--- src/afc_pkg.sv ---
// Constants and types for the ADC frame and sample control block
// Functional notes
// - Chip select high: output tristated, input ignored
// - Chip select fall clears counter, opens port
// - Frame sync high at select: start cycle
// - Frame sync low: start at frame sync rise
// - Extended mode: trigger fall starts sampling
// - Extended mode: trigger rise holds, converts
// - Trigger acts regardless of clock, select, sync
// - Status is end-of-conversion only in mode 00
// - End-of-conversion low from sampling end to ready
// - Interrupt falls when data is ready
// - Interrupt cleared by select, sync, trigger edges
// - Frame sync start clears counter, opens port
// - Output tristates at sixteenth falling clock edge
package afc_pkg;
  localparam logic [1:0] AFC_MODE_EOC = 2'h0;
  localparam logic [3:0] AFC_CNT_RESET = 4'h0;
  localparam logic [3:0] AFC_LAST_EDGE = 4'hf;
  localparam logic [3:0] AFC_SAMPLE_EDGE = 4'h4;
  localparam int AFC_CONV_CYCLES_DEF = 64;
  typedef enum logic [1:0] {AFC_IDLE, AFC_SAMPLE, AFC_CONVERT} afc_conv_type;
endpackage

--- src/afc_sync.sv ---
// Two flip-flop synchroniser for asynchronous inputs
`timescale 1ns/10ps
module afc_sync #(
  parameter int WIDTH = 1
) (
  input wire logic i_ref_clk,
  input wire logic i_reset_n,
  input wire logic [WIDTH-1:0] i_async,
  output logic [WIDTH-1:0] o_sync
);
  initial begin
    if (WIDTH < 1) begin
      $error("WIDTH must be at least 1");
    end
  end

  logic [WIDTH-1:0] stage1;
  always_ff @(posedge i_ref_clk or negedge i_reset_n) begin
    if (!i_reset_n) begin
      stage1 <= '0;
      o_sync <= '0;
    end else begin
      stage1 <= i_async;
      o_sync <= stage1;
    end
  end
endmodule

--- src/afc_top.sv ---
// Frame and sample control: framing, sampling and status output
`timescale 1ns/10ps
module afc_top import afc_pkg::*; #(
  parameter int CONV_CYCLES = AFC_CONV_CYCLES_DEF
) (
  // Clock and reset
  input wire logic i_ref_clk,
  input wire logic i_reset_n,
  // Serial link pins
  input wire logic i_chip_select_n,
  input wire logic i_frame_sync,
  input wire logic i_serial_clock,
  input wire logic i_serial_data_in,
  input wire logic i_sample_trigger_n,
  // Configuration from the command decoder
  input wire logic [1:0] i_conv_mode,
  input wire logic i_ext_sampling,
  input wire logic i_sclk_conv_clock,
  input wire logic i_tx_bit,
  // Serial output pin
  output logic o_serial_data_out,
  output logic o_serial_data_out_oe,
  // Status pin and internal view
  output logic o_status_n,
  output logic o_frame_active,
  output logic o_rx_bit_valid,
  output logic o_rx_bit,
  output logic o_conv_done,
  output logic o_conv_clock_tick
);
  initial begin
    if (CONV_CYCLES < 2 || CONV_CYCLES > 65535) begin
      $error("CONV_CYCLES out of range");
    end
  end

  logic rst_meta, rst_n;
  always_ff @(posedge i_ref_clk or negedge i_reset_n) begin
    if (!i_reset_n) begin
      rst_meta <= 1'b0;
      rst_n <= 1'b0;
    end else begin
      rst_meta <= 1'b1;
      rst_n <= rst_meta;
    end
  end

  // Pins pass two flip-flops; the synchroniser leaves reset two edges before the
  // edge flops, so it already shows the real pin levels and no false select or trigger edge follows
  logic [4:0] pins_s;
  afc_sync #(.WIDTH(5)) u_sync (
    .i_ref_clk(i_ref_clk),
    .i_reset_n(i_reset_n),
    .i_async({i_chip_select_n, i_frame_sync, i_serial_clock, i_serial_data_in,
              i_sample_trigger_n}),
    .o_sync(pins_s)
  );
  wire cs_s = pins_s[4] | ~rst_n;
  wire fs_s = pins_s[3];
  wire sclk_s = pins_s[2];
  wire sdi_s = pins_s[1];
  wire trig_s = pins_s[0] | ~rst_n;

  logic cs_d, fs_d, sclk_d, trig_d;
  always_ff @(posedge i_ref_clk or negedge rst_n) begin
    if (!rst_n) begin
      cs_d <= 1'b1;
      fs_d <= 1'b0;
      sclk_d <= 1'b0;
      trig_d <= 1'b1;
    end else begin
      cs_d <= cs_s;
      fs_d <= fs_s;
      sclk_d <= sclk_s;
      trig_d <= trig_s;
    end
  end

  wire cs_fall = cs_d & ~cs_s;
  wire fs_rise = ~fs_d & fs_s;
  wire sclk_rise = ~sclk_d & sclk_s;
  wire sclk_fall = sclk_d & ~sclk_s;
  wire trig_fall = trig_d & ~trig_s;
  wire trig_rise = ~trig_d & trig_s;

  // Framing
  logic armed, active, sdo_en, tx_reg, status_n, rx_valid, rx_bit, conv_tick;
  logic [3:0] edge_cnt;
  wire start_cs = cs_fall & fs_s;
  wire start_fs = fs_rise & ~cs_s & (armed | active);
  wire frame_start = start_cs | start_fs;
  wire last_edge = active & sclk_fall & (edge_cnt == AFC_LAST_EDGE);
  wire eoc_mode = (i_conv_mode == AFC_MODE_EOC);

  always_ff @(posedge i_ref_clk or negedge rst_n) begin
    if (!rst_n) begin
      armed <= 1'b0;
      active <= 1'b0;
      edge_cnt <= AFC_CNT_RESET;
    end else if (cs_s) begin
      armed <= 1'b0;
      active <= 1'b0;
    end else if (frame_start) begin
      armed <= 1'b0;
      active <= 1'b1;
      edge_cnt <= AFC_CNT_RESET;
    end else begin
      if (cs_fall) begin
        armed <= 1'b1;
        edge_cnt <= AFC_CNT_RESET;
      end
      if (last_edge) begin
        active <= 1'b0;
      end else if (active && sclk_fall) begin
        edge_cnt <= edge_cnt + 4'h1;
      end
    end
  end

  // Output leaves high impedance at select fall, returns at 16th fall
  always_ff @(posedge i_ref_clk or negedge rst_n) begin
    if (!rst_n) begin
      sdo_en <= 1'b0;
      tx_reg <= 1'b0;
      rx_valid <= 1'b0;
      rx_bit <= 1'b0;
      conv_tick <= 1'b0;
    end else begin
      if (cs_s || last_edge) begin
        sdo_en <= 1'b0;
      end else if (cs_fall || frame_start) begin
        sdo_en <= 1'b1;
      end
      tx_reg <= i_tx_bit;
      rx_valid <= active & ~cs_s & sclk_fall;
      rx_bit <= sdi_s;
      conv_tick <= i_sclk_conv_clock & sclk_rise;
    end
  end

  // Sampling and conversion sequencer
  afc_conv_type conv_state, next_conv_state;
  logic [15:0] conv_cnt;
  logic conv_done;
  wire normal_sample = ~i_ext_sampling & active & sclk_fall & (edge_cnt == AFC_SAMPLE_EDGE);
  wire sample_start = i_ext_sampling ? trig_fall : normal_sample;
  wire sample_end = i_ext_sampling ? trig_rise : last_edge;
  wire conv_step = i_sclk_conv_clock ? sclk_rise : 1'b1;
  wire conv_finish = (conv_state == AFC_CONVERT) && conv_step &&
                     (conv_cnt == 16'(CONV_CYCLES - 1));

  always_comb begin
    next_conv_state = conv_state;
    unique case (conv_state)
      AFC_IDLE: if (sample_start) next_conv_state = AFC_SAMPLE;
      AFC_SAMPLE: if (sample_end) next_conv_state = AFC_CONVERT;
      AFC_CONVERT: if (conv_finish) next_conv_state = AFC_IDLE;
    endcase
  end

  always_ff @(posedge i_ref_clk or negedge rst_n) begin
    if (!rst_n) begin
      conv_state <= AFC_IDLE;
      conv_cnt <= 16'h0000;
      conv_done <= 1'b0;
    end else begin
      conv_state <= next_conv_state;
      conv_done <= conv_finish;
      if (conv_state != AFC_CONVERT) begin
        conv_cnt <= 16'h0000;
      end else if (conv_step) begin
        conv_cnt <= conv_cnt + 16'h0001;
      end
    end
  end

  // Status: end-of-conversion or interrupt; a new event wins over a clear
  wire int_clear = cs_fall | fs_rise | trig_fall;
  always_ff @(posedge i_ref_clk or negedge rst_n) begin
    if (!rst_n) begin
      status_n <= 1'b1;
    end else if (eoc_mode) begin
      if (conv_state == AFC_SAMPLE && sample_end) begin
        status_n <= 1'b0;
      end else if (conv_finish) begin
        status_n <= 1'b1;
      end
    end else if (conv_finish) begin
      status_n <= 1'b0;
    end else if (int_clear) begin
      status_n <= 1'b1;
    end
  end

  assign o_serial_data_out = tx_reg;
  assign o_serial_data_out_oe = sdo_en;
  assign o_status_n = status_n;
  assign o_frame_active = active;
  assign o_rx_bit_valid = rx_valid;
  assign o_rx_bit = rx_bit;
  assign o_conv_done = conv_done;
  assign o_conv_clock_tick = conv_tick;

  chk_tristate_select: assert property (@(posedge i_ref_clk) disable iff (!rst_n)
    cs_s |=> !sdo_en) else $error("output driven while deselected");
  chk_open_on_select: assert property (@(posedge i_ref_clk) disable iff (!rst_n)
    (cs_fall && !cs_s) |=> sdo_en) else $error("output not opened");
  chk_start_on_select: assert property (@(posedge i_ref_clk) disable iff (!rst_n)
    start_cs |=> active && edge_cnt == AFC_CNT_RESET) else $error("no start");
  chk_wait_sync: assert property (@(posedge i_ref_clk) disable iff (!rst_n)
    (cs_fall && !fs_s) |=> !active) else $error("started without sync");
  chk_ext_sample: assert property (@(posedge i_ref_clk) disable iff (!rst_n)
    (i_ext_sampling && trig_fall && conv_state == AFC_IDLE) |=>
    conv_state == AFC_SAMPLE) else $error("trigger ignored");
  chk_ext_hold: assert property (@(posedge i_ref_clk) disable iff (!rst_n)
    (i_ext_sampling && trig_rise && conv_state == AFC_SAMPLE) |=>
    conv_state == AFC_CONVERT) else $error("no conversion");
  chk_eoc_low: assert property (@(posedge i_ref_clk) disable iff (!rst_n)
    (eoc_mode && conv_state == AFC_CONVERT && !conv_finish && $stable(i_conv_mode)) |=>
    !status_n)
    else $error("eoc not low");
  chk_int_fall: assert property (@(posedge i_ref_clk) disable iff (!rst_n)
    (!eoc_mode && conv_finish) |=> !status_n) else $error("no interrupt");
  chk_int_clear: assert property (@(posedge i_ref_clk) disable iff (!rst_n)
    (!eoc_mode && int_clear && !conv_finish) |=> status_n) else $error("not cleared");
  chk_sixteen_edges: assert property (@(posedge i_ref_clk) disable iff (!rst_n)
    last_edge |=> !sdo_en && !active) else $error("no close");
  cov_frame_cs: cover property (@(posedge i_ref_clk) disable iff (!rst_n) start_cs);
  cov_frame_fs: cover property (@(posedge i_ref_clk) disable iff (!rst_n) start_fs);
  cov_conv: cover property (@(posedge i_ref_clk) disable iff (!rst_n) conv_finish);
endmodule

--- config.mk ---
export PLATFORM = sky130hd
export DESIGN_NAME = afc_top
export DESIGN_NICKNAME = d
export VERILOG_FILES = /design/src/afc_pkg.sv /design/src/afc_sync.sv /design/src/afc_top.sv
export SDC_FILE = /design/constraint.sdc
export NUM_CORES = 1
export LEC_CHECK = 0
export BUFFER_PORTS_ARGS = -buffer_cell sky130_fd_sc_hd__buf_2
export CORE_MARGIN = 5
export CORE_UTILIZATION = 40
export DETAILED_ROUTE_END_ITERATION = 12
export GPL_ROUTABILITY_DRIVEN = 0
export SLEW_MARGIN = 20
export SYNTH_ARGS = -nofsm -noshare
export SYNTH_HDL_FRONTEND = slang
export SYNTH_SLANG_ARGS = --single-unit
--- constraint.sdc ---
create_clock -name i_ref_clk -period 1.6 [get_ports i_ref_clk]
set_input_delay 0.24 -clock i_ref_clk [delete_from_list [all_inputs] [get_ports i_ref_clk]]
set_output_delay 0.24 -clock i_ref_clk [all_outputs]
set_load 0.01 [all_outputs]
==> summary.txt <==
Status: finished with violations
# fillers: 448
Crit-path slowest cell: dfrtp_1
Worst EP required: 1820 ps
CTS tree: built
Row Count: 26
Worst EP arrival: 1830 ps
Post-Syn Instances: 186
Multiplexer area fraction after synthesis: 0.0149
Most used DFF post-synth: dfrtp_1
DR WL/cell: 12.7 um
Worst-path fanout max: 2
Clock period minus worst slack: 1600 ps
Synth Area in XOR/XNOR: 0.0582
1st-iter DRT viols: 56
Initial antenna violation count: 0
Htree depth: 2
Via density: 4.77
DRC: 0
Startpoint types: flop
Final Hold Fails: 0
Setup-failing EPs final: 1
Final Net Count: 261
Multi-input gate area: 987 sq um
Worst-Skew Late Latency: 300 ps
DP HPWL: 2.92 mm
Clock transition at path regs: 90 ps
Static leakage: 1.30 nW
Post-route setup TNS: -2.04 ps
Largest family of logic cells by synthesized area: simple AND/OR/NAND/NOR gates
Post-route insts no fill: 314
Seq. cell area: 1180 sq um
Yosys Warn Count: 0
Fin. max-slew vios: 0
Number of CTS-inserted buffers: 5
CTS max path bufs: 2
Worst min-delay path class: in2reg
First-pass DRT Iterations: 4
Distinct cells, synth: 45
Total track usage: 0.132
GR Overflow Total: 0
Worst vdd ir: 0.000492 V
Unrepaired setup endpoints after global routing: true
Die area: 6820 sq um
# IOs: 20
Post-route worst setup slack: -2.04 ps
First-pass GRT wire length: 6.86 mm
Power Density: 933 nW/um^2
Final ANT Viol Nets: 0
Synth Cell Area: 2110 sq um
Worst path cell trace: ha_2 > nand2_4 > a211oi_4 > nand4_4 > a221oi_2 > mux2i_1
#FFs+latches synth: 47
Synth-to-layout area growth: 31.1%
Period Utilization, post-route: 1.00
Clk root buf: clkbuf_8
Placed Cells: 299
Skew final: 8.30 ps
Vias in the first global route: 1,469
Port-buffer cells: 19
FFs w/ async S/R, synth: 1.00
WS Path Type: reg2reg
Largest net degree at the start of global routing: 22
CP Capture Type: flop
Max_cap viols: 0
Via count: 1,497
Util after Layout: 0.541
Post-Synth Simple-Gate Area: 0.207
Synth Area in Adders: 0.0357
Post-synth EDFFs: 0
Delay of the slowest critical-path stage: 370 ps
Syn nets: 204
Failing checks: setup timing
CP top delay family: compound AO/OA/AOI/OAI gates
Die width: 82.6 um
Total Wirelength: 4.00 mm
Layout cells sized above 1: 0.369
Core area: 5110 sq um
Crit path buffers/inverters: 0
Max Fclk: 0.624 GHz
Syn avg cell area: 11.3 sq um
Initial Util: 0.412
Die height: 82.6 um
Clock sink count: 47
Sequential share of the synthesized area: 0.560
Compound-Gate Fraction of Synth Area: 0.102
Antenna diodes: 0
stage by stage:
| step | instance area (sq um) | hold slack [ps] | worst slack (ps) | power (mW) |
|---|---|---|---|---|
| after floorplan | 2120 | -55.6 | -28.3 | 1.56 |
| after global placement | 2490 | 123 | -59.3 | 1.68 |
| after detailed placement | 2490 | 129 | -45.6 | 1.68 |
| after CTS | 2650 | 28.8 | -46.7 | 2.59 |
| after global routing | 2760 | 18.8 | -116 | 2.71 |
| final | 2760 | 44.8 | -2.04 | 2.58 |
cell usage after synthesis, types with 2 or more instances:
master / count / area, sq um
dfrtp_1: 44 / 1100
nand2_1: 16 / 60.1
and2_1: 15 / 93.8
nor2_1: 15 / 56.3
inv_1: 9 / 33.8
xnor2_1: 8 / 70.1
a21oi_1: 6 / 30.0
ha_1: 6 / 75.1
nand3_1: 6 / 30.0
xor2_1: 6 / 52.6
o21ai_0: 5 / 25.0
and3_1: 4 / 25.0
dfstp_2: 3 / 78.8
nand4_1: 3 / 18.8
a211oi_1: 2 / 15.0
clkbuf_1: 2 / 7.51
mux2i_1: 2 / 20.0
nand2b_1: 2 / 12.5
nand3_2: 2 / 20.0
nand3b_1: 2 / 15.0
nor2b_1: 2 / 12.5
nor3_1: 2 / 10.0
nor4_1: 2 / 12.5
final timing paths:
| kind | from | end | slack (ps) | depth (start not counted) |
|---|---|---|---|---|
| max | conv_cnt[0]$_DFFE_PN0P_ | conv_state[0]$_DFFE_PN0P_ | -2 | 6 |
| min | i_sample_trigger_n | u_sync.stage1[0]$_DFF_PN0_ | 40 | 1 |
| max reg2reg | conv_cnt[0]$_DFFE_PN0P_ | conv_state[0]$_DFFE_PN0P_ | -2 | 6 |
| min reg2reg | rst_n$_DFF_PN0_ | o_rx_bit$_DFF_PN0_ | 270 | 1 |
| max in group asynchronous | rst_n$_DFF_PN0_ | o_status_n$_DFFE_PN1P_ | 1010 | 1 |
| min in group asynchronous | rst_n$_DFF_PN0_ | o_rx_bit$_DFF_PN0_ | 270 | 1 |
power by group:
part	internal [mW]	switching [mW]
Combinational	0.166	0.208
Sequential	1.26	0.0546
Clock	0.474	0.416
sequential cells by signal (all words and copies together) (netlist names):
| name | flops |
|---|---|
| o_serial_data_out | 1 |
| o_rx_bit_valid | 1 |
| edge_cnt | 4 |
| sclk_d | 1 |
| conv_state | 2 |
| rst_meta | 1 |
| u_sync.stage1 | 5 |
| o_frame_active | 1 |
| cs_d | 1 |
| rst_n | 1 |
| o_status_n | 1 |
| o_conv_clock_tick | 1 |
| o_rx_bit | 1 |
| conv_cnt | 16 |
| armed | 1 |
| o_conv_done | 1 |
| fs_d | 1 |
| u_sync.o_sync | 5 |
| trig_d | 1 |
| o_serial_data_out_oe | 1 |
final cells by class:
| type | instances | share of cell area |
|---|---|---|
| Clock inverter | 3 | 0.0172 |
| Clock buffer | 5 | 0.0249 |
| Inverter | 9 | 0.0122 |
| Multi-Input combinational cell | 128 | 0.357 |
| Timing Repair Buffer | 52 | 0.128 |
| Sequential cell | 47 | 0.429 |
| Tap cell | 70 | 0.0317 |
per-layer routing:
layer / track usage / routed length [um]
met4: 0.0425 / 29
met3: 0.0325 / 172
met5: 0 / 0
met2: 0.184 / 1780
met1: 0.198 / 2020
cells by family after synthesis:
logic type,after synthesis
buffers and inverters,11
multiplexers,3
AO/OA/AOI/OAI,26
XOR/XNOR,14
other,1
flip-flops,47
AND/OR/NAND/NOR,78
adder cells (fa/ha/maj),6
worst reg2reg max path, delay by kind of cell (launching register included):
family	cells	cell delay, ps
AO/OA/AOI/OAI	2	530
adder cells (fa/ha/maj)	1	220
flip-flops	1	370
multiplexers	1	210
AND/OR/NAND/NOR	2	200
timing repair:
| action | 4_1_cts | 5_1_grt |
|---|---|---|
| setup buffers | 1 | 5 |
| endpoints found under the hold margin | 12 | 0 |
| cloned | 0 | 0 |
| gates resized for setup | 4 | 16 |
| endpoints found under the setup margin | 7 | 12 |
| hold buffers | 1 | 0 |
| pin swaps | 7 | 21 |
layout by cell type, fill, tap and decap left out, types with 6 or more instances in the layout:
master    n
dfrtp_1  43
buf_4    30
buf_2    19
nor2_1   15
and2_1   15
nand2_1  12
inv_1     9
xnor2_1   8
nand3_1   6
xor2_1    6
Note: power is estimated with default switching activity, not from simulation.
